## config.mk

```make
export PLATFORM = sky130hd
export DESIGN_NAME = irtr_remap
export DESIGN_NICKNAME = d
export VERILOG_FILES = /design/src/pkg/irtr_pkg.sv /design/src/hw/irtr_slot.sv /design/src/hw/irtr_select.sv /design/src/hw/irtr_remap.sv
export VERILOG_INCLUDE_DIRS = /design/src /design/src/pkg
export SDC_FILE = /design/constraint.sdc
export NUM_CORES = 1
export LEC_CHECK = 0
export ABC_AREA = 1
export BUFFER_PORTS_ARGS = -buffer_cell sky130_fd_sc_hd__buf_4
export CORE_MARGIN = 2
export CORE_UTILIZATION = 50
export CTS_CLUSTER_SIZE = 14
export DETAILED_ROUTE_END_ITERATION = 10
export MAX_ROUTING_LAYER = met4
export PLACE_DENSITY = 0.86
export SYNTH_ARGS = -nofsm -noshare
export SYNTH_HDL_FRONTEND = slang
export SYNTH_SLANG_ARGS = --single-unit
```

## constraint.sdc

```tcl
create_clock -name clk -period 5 [get_ports clk]
set_clock_uncertainty 0.15 [all_clocks]
set_input_delay 1.25 -clock clk [delete_from_list [all_inputs] [get_ports clk]]
set_output_delay 1.25 -clock clk [all_outputs]
set_load 0.005 [all_outputs]
```

## src/pkg/irtr_regs.svh

```systemverilog
// Register indices, field positions, reset values and sizes of the remap table
`ifndef IRTR_REGS_SVH
`define IRTR_REGS_SVH

// Register indices; byte address on the bus is four times the index
`define IRTR_IDX_TARGET_BASE 8'h70
`define IRTR_IDX_TARGET1     8'h70
`define IRTR_IDX_TARGET2     8'h71
`define IRTR_IDX_TARGET3     8'h72
`define IRTR_IDX_TARGET4     8'h73
`define IRTR_IDX_ALIAS_BASE  8'h77
`define IRTR_IDX_ALIAS1      8'h77
`define IRTR_IDX_ALIAS2      8'h78
`define IRTR_IDX_ALIAS3      8'h79
`define IRTR_IDX_ALIAS4      8'h7A
`define IRTR_IDX_STATUS      8'h7B

// Field positions
`define IRTR_ADDR_MSB        7
`define IRTR_ADDR_LSB        1
`define IRTR_STAT_SLOT_LSB   0
`define IRTR_STAT_SLOT_MSB   1
`define IRTR_STAT_HIT        2
`define IRTR_STAT_MISS_LSB   8
`define IRTR_STAT_MISS_MSB   15

// Reset values and sizes
`define IRTR_ADDR_RESET      7'h00
`define IRTR_SLOTS           4
`define IRTR_WB_IDX_MSB      9
`define IRTR_WB_IDX_LSB      2

`endif

```

## src/pkg/irtr_pkg.sv

```systemverilog
// Types shared by the remote target remap block
`default_nettype none
package irtr_pkg;

    typedef enum logic [1:0]
    {
        IRTR_IDLE = 2'b00,
        IRTR_HOLD = 2'b01
    } irtr_phase_type;

    // Address phase from the local controller front end
    typedef struct packed
    {
        logic       valid;
        logic [6:0] addr;
        logic       rw;
    } irtr_req_type;

    // Remapped address phase toward the control channel
    typedef struct packed
    {
        logic       valid;
        logic [6:0] addr;
        logic       rw;
        logic [1:0] slot;
    } irtr_fwd_type;

    typedef struct packed
    {
        logic        cyc;
        logic        stb;
        logic        we;
        logic [9:0]  adr;
        logic [3:0]  sel;
        logic [31:0] dat;
    } irtr_wb_req_type;

    typedef struct packed
    {
        logic        ack;
        logic [31:0] dat;
    } irtr_wb_rsp_type;

    typedef struct packed
    {
        irtr_phase_type  phase;
        logic [3:0][6:0] target;
        logic [3:0][6:0] alias_addr;
        logic            ack;
        logic [7:0]      rdata;
        irtr_fwd_type    fwd;
        logic            reject;
        logic            last_hit;
        logic [1:0]      last_slot;
        logic [7:0]      miss_count;
    } irtr_state_type;

endpackage
`default_nettype wire

```

## src/hw/irtr_slot.sv

```systemverilog
// One remap slot: enable check and full alias compare
`timescale 1ns/10ps
`default_nettype none
module irtr_slot
(
    // Slot contents
    input  wire logic [6:0] alias_addr,
    input  wire logic [6:0] target,
    // Incoming address
    input  wire logic [6:0] in_addr,
    // Result
    output logic            hit
);

    logic enabled;

    assign enabled = (alias_addr != 7'h00) && (target != 7'h00);
    assign hit     = enabled && (in_addr == alias_addr);

endmodule
`default_nettype wire

```

## src/hw/irtr_select.sv

```systemverilog
// Lowest-numbered pick among slot hits
`timescale 1ns/10ps
`default_nettype none
module irtr_select
#(
    parameter int N = 4
)
(
    // Slot hits
    input  wire logic [N-1:0]         hits,
    // Pick
    output logic                      any,
    output logic [$clog2(N)-1:0]      index
);

    always_comb
    begin
        any   = 1'b0;
        index = '0;
        for (int i = N - 1; i >= 0; i--)
        begin
            if (hits[i])
            begin
                any   = 1'b1;
                index = ($clog2(N))'(i);
            end
        end
    end

endmodule
`default_nettype wire

```

## src/hw/irtr_remap.sv

```systemverilog
// Remote target address remap table with its Wishbone register slave
//
// What this block does
// - Each target slot register keeps a 7-bit remote peripheral address in bits 7:1.
// - An address phase that equals a slot's alias is forwarded carrying that slot's target address.
// - Only the already substituted address is ever presented on the forward port.
// - A target of zero disables its slot so nothing is forwarded for it, and targets reset to zero.
// - Four independent slots exist, each with its own target, and bit 0 of each slot register is reserved.
// - Each slot has a 7-bit alias in bits 7:1, and an alias of zero also disables the slot.
//
// Local design decision: register access over Wishbone.
`timescale 1ns/10ps
`default_nettype none
`include "irtr_regs.svh"
module irtr_remap
(
    // Clock and reset
    input  wire logic                      clk,
    input  wire logic                      reset_n,
    // Register bus
    input  wire irtr_pkg::irtr_wb_req_type wb_req,
    output irtr_pkg::irtr_wb_rsp_type      wb_rsp,
    // Address phase from the local controller
    input  wire irtr_pkg::irtr_req_type    req,
    output logic                           req_ready,
    output logic                           reject,
    // Remapped address phase to the control channel
    output irtr_pkg::irtr_fwd_type         fwd,
    input  wire logic                      fwd_ready
);
    import irtr_pkg::*;

    // Table state and slot match
    irtr_state_type        state;
    irtr_state_type        next_state;
    logic [`IRTR_SLOTS-1:0] hits;
    logic                  any_hit;
    logic [1:0]            hit_index;
    logic [6:0]            sel_target;
    // Register bus decode
    logic [7:0]            wb_idx;
    logic                  wb_take;
    logic                  wb_write;
    logic [3:0]            target_wr;
    logic [3:0]            alias_wr;
    logic [7:0]            read_mux;

    // One compare per slot; lowest slot wins in the selector
    irtr_slot u_slot1
    (
        .alias_addr (state.alias_addr[0]),
        .target     (state.target[0]),
        .in_addr    (req.addr),
        .hit        (hits[0])
    );

    irtr_slot u_slot2
    (
        .alias_addr (state.alias_addr[1]),
        .target     (state.target[1]),
        .in_addr    (req.addr),
        .hit        (hits[1])
    );

    irtr_slot u_slot3
    (
        .alias_addr (state.alias_addr[2]),
        .target     (state.target[2]),
        .in_addr    (req.addr),
        .hit        (hits[2])
    );

    irtr_slot u_slot4
    (
        .alias_addr (state.alias_addr[3]),
        .target     (state.target[3]),
        .in_addr    (req.addr),
        .hit        (hits[3])
    );

    irtr_select #(.N(`IRTR_SLOTS)) u_select
    (
        .hits  (hits),
        .any   (any_hit),
        .index (hit_index)
    );

    // Stored target of the winning slot
    always_comb
    begin
        case (hit_index)
            2'h0:
            begin
                sel_target = state.target[0];
            end
            2'h1:
            begin
                sel_target = state.target[1];
            end
            2'h2:
            begin
                sel_target = state.target[2];
            end
            2'h3:
            begin
                sel_target = state.target[3];
            end
            default:
            begin
                sel_target = 7'h00;
            end
        endcase
    end

    assign wb_idx   = wb_req.adr[`IRTR_WB_IDX_MSB:`IRTR_WB_IDX_LSB];
    assign wb_take  = wb_req.cyc && wb_req.stb && !state.ack;
    assign wb_write = wb_take && wb_req.we && wb_req.sel[0];

    // Read data; reserved bit 0 and unmapped indices read zero
    always_comb
    begin
        case (wb_idx)
            `IRTR_IDX_TARGET1:
            begin
                read_mux = {state.target[0], 1'b0};
            end
            `IRTR_IDX_TARGET2:
            begin
                read_mux = {state.target[1], 1'b0};
            end
            `IRTR_IDX_TARGET3:
            begin
                read_mux = {state.target[2], 1'b0};
            end
            `IRTR_IDX_TARGET4:
            begin
                read_mux = {state.target[3], 1'b0};
            end
            `IRTR_IDX_ALIAS1:
            begin
                read_mux = {state.alias_addr[0], 1'b0};
            end
            `IRTR_IDX_ALIAS2:
            begin
                read_mux = {state.alias_addr[1], 1'b0};
            end
            `IRTR_IDX_ALIAS3:
            begin
                read_mux = {state.alias_addr[2], 1'b0};
            end
            `IRTR_IDX_ALIAS4:
            begin
                read_mux = {state.alias_addr[3], 1'b0};
            end
            `IRTR_IDX_STATUS:
            begin
                read_mux = {5'h00, state.last_hit, state.last_slot};
            end
            default:
            begin
                read_mux = 8'h00;
            end
        endcase
    end

    // One write strobe per table register; status is read only
    always_comb
    begin
        target_wr = 4'h0;
        alias_wr  = 4'h0;
        if (wb_write)
        begin
            case (wb_idx)
                `IRTR_IDX_TARGET1:
                begin
                    target_wr[0] = 1'b1;
                end
                `IRTR_IDX_TARGET2:
                begin
                    target_wr[1] = 1'b1;
                end
                `IRTR_IDX_TARGET3:
                begin
                    target_wr[2] = 1'b1;
                end
                `IRTR_IDX_TARGET4:
                begin
                    target_wr[3] = 1'b1;
                end
                `IRTR_IDX_ALIAS1:
                begin
                    alias_wr[0] = 1'b1;
                end
                `IRTR_IDX_ALIAS2:
                begin
                    alias_wr[1] = 1'b1;
                end
                `IRTR_IDX_ALIAS3:
                begin
                    alias_wr[2] = 1'b1;
                end
                `IRTR_IDX_ALIAS4:
                begin
                    alias_wr[3] = 1'b1;
                end
                default:
                begin
                    target_wr = 4'h0;
                    alias_wr  = 4'h0;
                end
            endcase
        end
    end

    // Next state: register access and address phase
    always_comb
    begin
        next_state        = state;
        next_state.ack    = 1'b0;
        next_state.reject = 1'b0;

        // Register access, answered one cycle after the request edge
        if (wb_take)
        begin
            next_state.ack   = 1'b1;
            next_state.rdata = read_mux;
            for (int i = 0; i < `IRTR_SLOTS; i++)
            begin
                if (target_wr[i])
                begin
                    next_state.target[i] = wb_req.dat[`IRTR_ADDR_MSB:`IRTR_ADDR_LSB];
                end
                if (alias_wr[i])
                begin
                    next_state.alias_addr[i] = wb_req.dat[`IRTR_ADDR_MSB:`IRTR_ADDR_LSB];
                end
            end
        end

        // Address phase handling
        case (state.phase)
            IRTR_IDLE:
            begin
                if (req.valid)
                begin
                    if (any_hit)
                    begin
                        next_state.fwd.valid  = 1'b1;
                        next_state.fwd.addr   = sel_target;
                        next_state.fwd.rw     = req.rw;
                        next_state.fwd.slot   = hit_index;
                        next_state.last_hit   = 1'b1;
                        next_state.last_slot  = hit_index;
                        next_state.phase      = IRTR_HOLD;
                    end
                    else
                    begin
                        // No enabled slot matches: dropped
                        next_state.reject     = 1'b1;
                        next_state.last_hit   = 1'b0;
                        next_state.miss_count = state.miss_count + 8'h01;
                    end
                end
            end
            IRTR_HOLD:
            begin
                // Latched phase stays fixed even if the table is rewritten
                if (fwd_ready)
                begin
                    next_state.fwd.valid = 1'b0;
                    next_state.phase     = IRTR_IDLE;
                end
            end
            default:
            begin
                next_state.phase     = IRTR_IDLE;
                next_state.fwd.valid = 1'b0;
            end
        endcase
    end

    always_ff @(posedge clk or negedge reset_n)
    begin
        if (!reset_n)
        begin
            state <= '0;
        end
        else
        begin
            state <= next_state;
        end
    end

    // Register bus answer; bits 31:8 always read zero
    assign wb_rsp.ack = state.ack;
    assign wb_rsp.dat = {24'h00_0000, state.rdata};

    // Address phase outputs
    assign req_ready  = (state.phase == IRTR_IDLE);
    assign reject     = state.reject;
    assign fwd        = state.fwd;

endmodule
`default_nettype wire

```

==> impl_metrics.json, run 1 <==
{
  "status": "completed",
  "core_area_um2": 9280,
  "antenna_found_initial": 0,
  "crit_fanout": 14,
  "synth_top_cell_area_share": 0.410,
  "cts_hold_buf": 0,
  "cts_tree": "done",
  "clock_sinks": 79,
  "layout_min_cycle_time_ps": 2990,
  "rsz0062_at_grt": "false",
  "drive_gt1_frac": 0.137,
  "io_pins": 107,
  "synth_area_leaders": "dfrtp_1 (41%), nand2_1 (19%), buf_4 (7.0%)",
  "wirelength_mm": 12.5,
  "syn_area_um2": 4820,
  "ant_nets": 0,
  "multi_input_area_um2": 2200,
  "n_fill_cell": 920,
  "holdWs_ps": 335,
  "synth-seq-cells": 79,
  "yosysTopAreaCell": "dfrtp_1",
  "avgRoutedWirePerCell_um": 14.7,
  "vias": 4434,
  "synth.distinct_cells": 35,
  "finalHoldViolations": 0,
  "yosys_warnings": 0,
  "n_antenna_cell": 0,
  "crit_path_end_kind": "flop",
  "reg2reg_setup_slack_ps": 2620,
  "grt_max_degree": 80,
  "slowest_stage": "nor2_2",
  "crit_required_ps": 5110,
  "fin_crit_sh": 0.598,
  "clk_path_buf_depth": 2,
  "slew_violations": 0,
  "vias_per_cell": 5.24,
  "setup_viol": 0,
  "port-buffer-count": 52,
  "seq_area_um2": 1980,
  "drt-initial-drc-count": 320,
  "cts.htree.levels": 3,
  "grt.total_usage": 0.259,
  "post_cts_buffers": 0,
  "hold_path.class": "reg -> reg",
  "drc": 0,
  "max-vdd-ir-drop_v": 0.000113,
  "max-slew-margin-rel": 0.356,
  "clkTransAtPathRegs_ps": 80,
  "clk_latency_ps": 350,
  "cts-root-buf": "clkbuf_8",
  "initial_core_util": 0.519,
  "tightest_slew_ps": 965,
  "dp_hpwl_mm": 9.46,
  "path_buf_inv": 2,
  "rows": 35,
  "post_cts_resized": 0,
  "die_w_um": 102,
  "crit_family": "simple AND/OR/NAND/NOR gates",
  "grt_pass1_wl_mm": 20.1,
  "syn_inst": 683,
  "criticalPathCategory": "in -> reg",
  "max_freq_ghz": 0.335,
  "p_per_area_nw_per_um2": 232,
  "cts_inserted_buffers": 9,
  "maxCapViolations": 0,
  "cp_cell_sequence": "buf_4, nand2_1, nor2_2, inv_1, nor2_2, nand2_1, o21ai_0",
  "final_nets": 773,
  "synthToLayoutAreaGrowth_pct": 8.91,
  "synth_area_per_cell_um2": 7.05,
  "yosysSeqAreaShare": 0.410,
  "cp-start-kind": "input port",
  "overflow": 0,
  "fin_setup_tns_ps": 0,
  "first_pass_iters": 5,
  "p_leak_uw": 0.00272,
  "max_stage_delay_ps": 450,
  "die_h_um": 102,
  "globalplace.congestion": 1.03,
  "dieArea_um2": 10400,
  "first_global_vias": 4176,
  "crit_arrival_ps": 3100
}
[worst reg2reg max path, cell delays in order (launching register included)]
cell	delay, ps
dfrtp_1	390
nor2_2	320
inv_1	260
nor2_2	450
nand2_1	420
o21ai_0	300
[sequential cells by signal (all words and copies together), names as in the netlist]
register and count:
reject 1, fwd 9, wb_rsp 9, state 60
[per-stage QoR]
step | power [uW] | cells | utilization | setup WS (ps) | instance area, um2
3_5_place_dp | 749 | 830 | 0.544 | 1750 | 5050
6_report | 1220 | 846 | 0.565 | 2010 | 5250
5_1_grt | 1270 | 846 | 0.565 | 1890 | 5250
2_1_floorplan | 714 | 706 | - | 2320 | 4900
3_3_place_gp | 747 | 830 | 0.544 | 1730 | 5050
4_1_cts | 1220 | 846 | 0.565 | 2110 | 5250
[Yosys cell counts, drive strengths merged]
master / number
clkinv: 2
o31ai: 1
xnor2: 2
clkbuf: 5
nand2: 253
nand4: 12
conb: 1
or2: 1
a21oi: 10
nor3: 2
xor2: 4
a221oi: 1
o21ai: 67
inv: 83
dfrtp: 79
nand3: 35
a21o: 1
nor2: 59
buf: 52
o22ai: 10
a211oi: 2
a31oi: 1
[area by class of cell]
cell class                 count  area share
tap                          129      0.0308
clock buffer                  12      0.0277
clock inverter                 4      0.0103
inverter                      85      0.0613
sequential                    79       0.377
timing repair buffer          52      0.0744
multi-input combinational    485       0.419
[routing by layer]
layer / global-route usage / up-vias / share of wire
met3: 0.0438 / 28 / 0.085
met5: - / - / 0
met4: 0.104 / 0 / 0.025
li1: - / 2137 / -
met1: 0.339 / 2049 / 0.44
met2: 0.404 / 220 / 0.45
[placed cells by master (no fill, tap or decap), types with 12 or more instances in the layout]
cell type / n
nor2_1: 50
o21ai_0: 47
inv_1: 72
conb_1: 24
buf_4: 52
nand4_1: 12
o21ai_1: 20
nand2_1: 246
nand3_1: 31
dfrtp_1: 79
[cell families (layout without fill, tap and decap cells)]
logic type             after synthesis  after routing  share of synthesized area
other                                1             24                   0.000778
AO/OA/AOI/OAI                       93             93                      0.104
flip-flops                          79             79                      0.410
buffers and inverters              142            153                      0.151
XOR/XNOR                             6              6                     0.0109
AND/OR/NAND/NOR                    362            362                      0.323
[worst paths after layout]
path | from | endpoint | cells past startpoint
max in group asynchronous | reset_n | state[69]$_DFFE_PN0P_ | 1
setup / recovery | wb_req[48] | state[39]$_DFFE_PN0P_ | 7
min in group asynchronous | reset_n | state[54]$_DFFE_PN0P_ | 1
hold / removal | wb_rsp[5]$_DFFE_PN0P_ | wb_rsp[5]$_DFFE_PN0P_ | 2
setup reg to reg | wb_rsp[32]$_DFF_PN0_ | state[39]$_DFFE_PN0P_ | 5
hold reg to reg | wb_rsp[5]$_DFFE_PN0P_ | wb_rsp[5]$_DFFE_PN0P_ | 2
[where the power goes]
part | total [uW] | internal [uW] | switching (uW) | leakage [uW]
sequential | 647 | 642 | 4.25 | 0.00110
clock | 479 | 247 | 233 | 0.0000932
combinational | 90.4 | 30.2 | 60.2 | 0.00153
Note: power is estimated with default switching activity, not from simulation.
==> run 2: changes to the inputs <==
Clock period 5 ns to 3.1 ns, I/O delays scaled along.
==> run 2 against run 1 <==
Against the previous run: cell area grew 0.72%; non-clock buffer count grew 3; critical path type unchanged; hold slack lost 2.0 ps; register-to-register slack lost 1700 ps; die area is the same; global-route usage grew 1.0 points; sequential cell count is the same; power grew 67%.
==> impl_metrics.json, run 2 (synthesized netlist as in run 1, its figures left out) <==
{
  "status": "completed",
  "path_buf_inv": 2,
  "wirelength_mm": 13.2,
  "vias": 4477,
  "r2r-start": "state[69]$_DFFE_PN0P_",
  "grt_pass1_wl_mm": 20.6,
  "reg2regPathDepth": 14,
  "final_util": 0.569,
  "p_clk_frac": 0.413,
  "final_nets": 776,
  "avgRoutedWirePerCell_um": 15.6,
  "dp_hpwl_mm": 9.89,
  "largest_reg_flops": 60,
  "tightest_slew_ps": 1020,
  "layout_min_cycle_time_ps": 2220,
  "finalHoldViolations": 0,
  "seqPwrFrac": 0.513,
  "antenna_found_initial": 0,
  "p_leak_uw": 0.00274,
  "overflow": 0,
  "io_pins": 107,
  "rr_endpoint": "fwd[9]$_DFFE_PN0P_",
  "post_cts_resized": 0,
  "crit_path_end_kind": "flop",
  "clk_path_buf_depth": 2,
  "cts_hold_buf": 0,
  "n_fill_cell": 909,
  "crit_arrival_ps": 2320,
  "max_flop_register": "state",
  "max-vdd-ir-drop_v": 0.000214,
  "whs_path_depth": 1,
  "hold_start": "wb_rsp[7]$_DFFE_PN0P_",
  "port-buffer-count": 52,
  "clkTransAtPathRegs_ps": 80,
  "clock_sinks": 79,
  "clk_latency_ps": 350,
  "cts.htree.levels": 3,
  "combPwrFrac": 0.075,
  "final_common_cell": "nand2_1",
  "rsz0062_at_grt": "false",
  "hold_end": "wb_rsp[7]$_DFFE_PN0P_",
  "setup_viol": 0,
  "reg2reg_setup_slack_ps": 910,
  "max-slew-margin-rel": 0.323,
  "globalplace.congestion": 0.963,
  "dieArea_um2": 10400,
  "ant_nets": 0,
  "crit_family": "simple AND/OR/NAND/NOR gates",
  "cp-start-kind": "input port",
  "holdWs_ps": 333,
  "die_h_um": 102,
  "crit_top_cell": "nand2_1",
  "max_stage_delay_ps": 460,
  "criticalPathCategory": "in -> reg",
  "first_pass_iters": 5,
  "p_sw_frac": 0.243,
  "first_global_vias": 4105,
  "fin_setup_tns_ps": 0,
  "core_area_um2": 9280,
  "synthToLayoutAreaGrowth_pct": 9.69,
  "slowest_stage": "a31oi_2",
  "crit_required_ps": 3200,
  "post_cts_buffers": 0,
  "slew_violations": 0,
  "power_switching_uw": 494,
  "rows": 35,
  "p_per_area_nw_per_um2": 385,
  "vias_per_cell": 5.27,
  "dp_slack_ps": 552,
  "fin_crit_sh": 0.717,
  "final_cell_mix": "nand2_1 (246), dfrtp_1 (79), inv_1 (72)",
  "maxCapViolations": 0,
  "die_w_um": 102,
  "drc": 0,
  "p_int_uw": 1540,
  "cts_inserted_buffers": 9,
  "initial_core_util": 0.519,
  "n_antenna_cell": 0,
  "fin_ws_ps": 878,
  "grt.total_usage": 0.269,
  "max_freq_ghz": 0.450,
  "cp_cell_sequence": "buf_4, inv_2, nand2_1, nand2_1, nand2_1, nor2_1, nand3_2, a31oi_2, nand4_1, nand2_1, nand2_1",
  "drt-initial-drc-count": 392,
  "drive_gt1_frac": 0.140,
  "cts-root-buf": "clkbuf_8",
  "grt_max_degree": 80,
  "cts_tree": "done",
  "hold_path.class": "reg -> reg",
  "crit_fanout": 7
}
[run 2: cell count changes in the layout (fill, tap and decap cells not counted), sizes merged]
| cell | change |
|---|---|
| buf | +3 |
| bufinv | +1 |
| clkbuf | -1 |
| clkinvlp | +1 |
| inv | -1 |
[run 2: area by class of cell]
type / count / area [um2] / area share
Clock buffer: 11 / 131 / 0.0249
Tap cell: 129 / 161 / 0.0305
Inverter: 85 / 322 / 0.0609
Multi-Input combinational cell: 485 / 2200 / 0.416
Clock inverter: 5 / 82.6 / 0.0156
Sequential cell: 79 / 1980 / 0.374
Timing Repair Buffer: 55 / 413 / 0.0781
[run 2: how the worst max path moves through the flow]
stage,startpoint,endpoint,slack [ps],cells past startpoint
floorplan,req[6],fwd[6]$_DFFE_PN0P_,900,13
global placement,req[2],fwd[9]$_DFFE_PN0P_,590,11
detailed placement,req[2],fwd[7]$_DFFE_PN0P_,550,11
CTS,req[2],fwd[7]$_DFFE_PN0P_,920,11
global route,wb_req[45],state[42]$_DFFE_PN0P_,680,9
finish,req[2],fwd[7]$_DFFE_PN0P_,880,11
[run 2: power groups by stage]
| stage | clock network (uW) | registers (uW) | logic (uW) |
|---|---|---|---|
| 6_report | 840 | 1040 | 152 |
| 5_1_grt | 888 | 1040 | 171 |
| 4_1_cts | 851 | 1040 | 151 |
| 3_5_place_dp | 0 | 1060 | 151 |
| 3_3_place_gp | 0 | 1060 | 147 |
| 2_1_floorplan | 0 | 1060 | 91.0 |
[run 2: worst register-to-register path, stage by stage (launching register included)]
cell	delay [ps]
dfrtp_1	460
nor2_1	120
nand2_1	60
nor2_1	220
inv_1	90
nand3_2	80
nor2_4	50
nor2_8	250
nand2_4	90
nand2_4	170
inv_4	80
nand2_1	70
inv_1	30
nand2_1	90
nand2_1	60
[run 2: metal layers]
metal / GRT usage / part of all wire / vias to the layer above
met4: 0.123 / 0.032 / 0
met1: 0.375 / 0.45 / 2079
met3: 0.0274 / 0.069 / 38
li1: - / - / 2141
met5: - / 0 / -
met2: 0.398 / 0.45 / 219
[run 2: per-stage QoR]
| step | cell area, um2 | total power (uW) | std cells |
|---|---|---|---|
| global placement | 5070 | 1210 | 833 |
| floorplan | 4900 | 1150 | 706 |
| CTS | 5280 | 2040 | 849 |
| global route | 5280 | 2100 | 849 |
| finish | 5280 | 2030 | 849 |
| detailed placement | 5070 | 1210 | 833 |
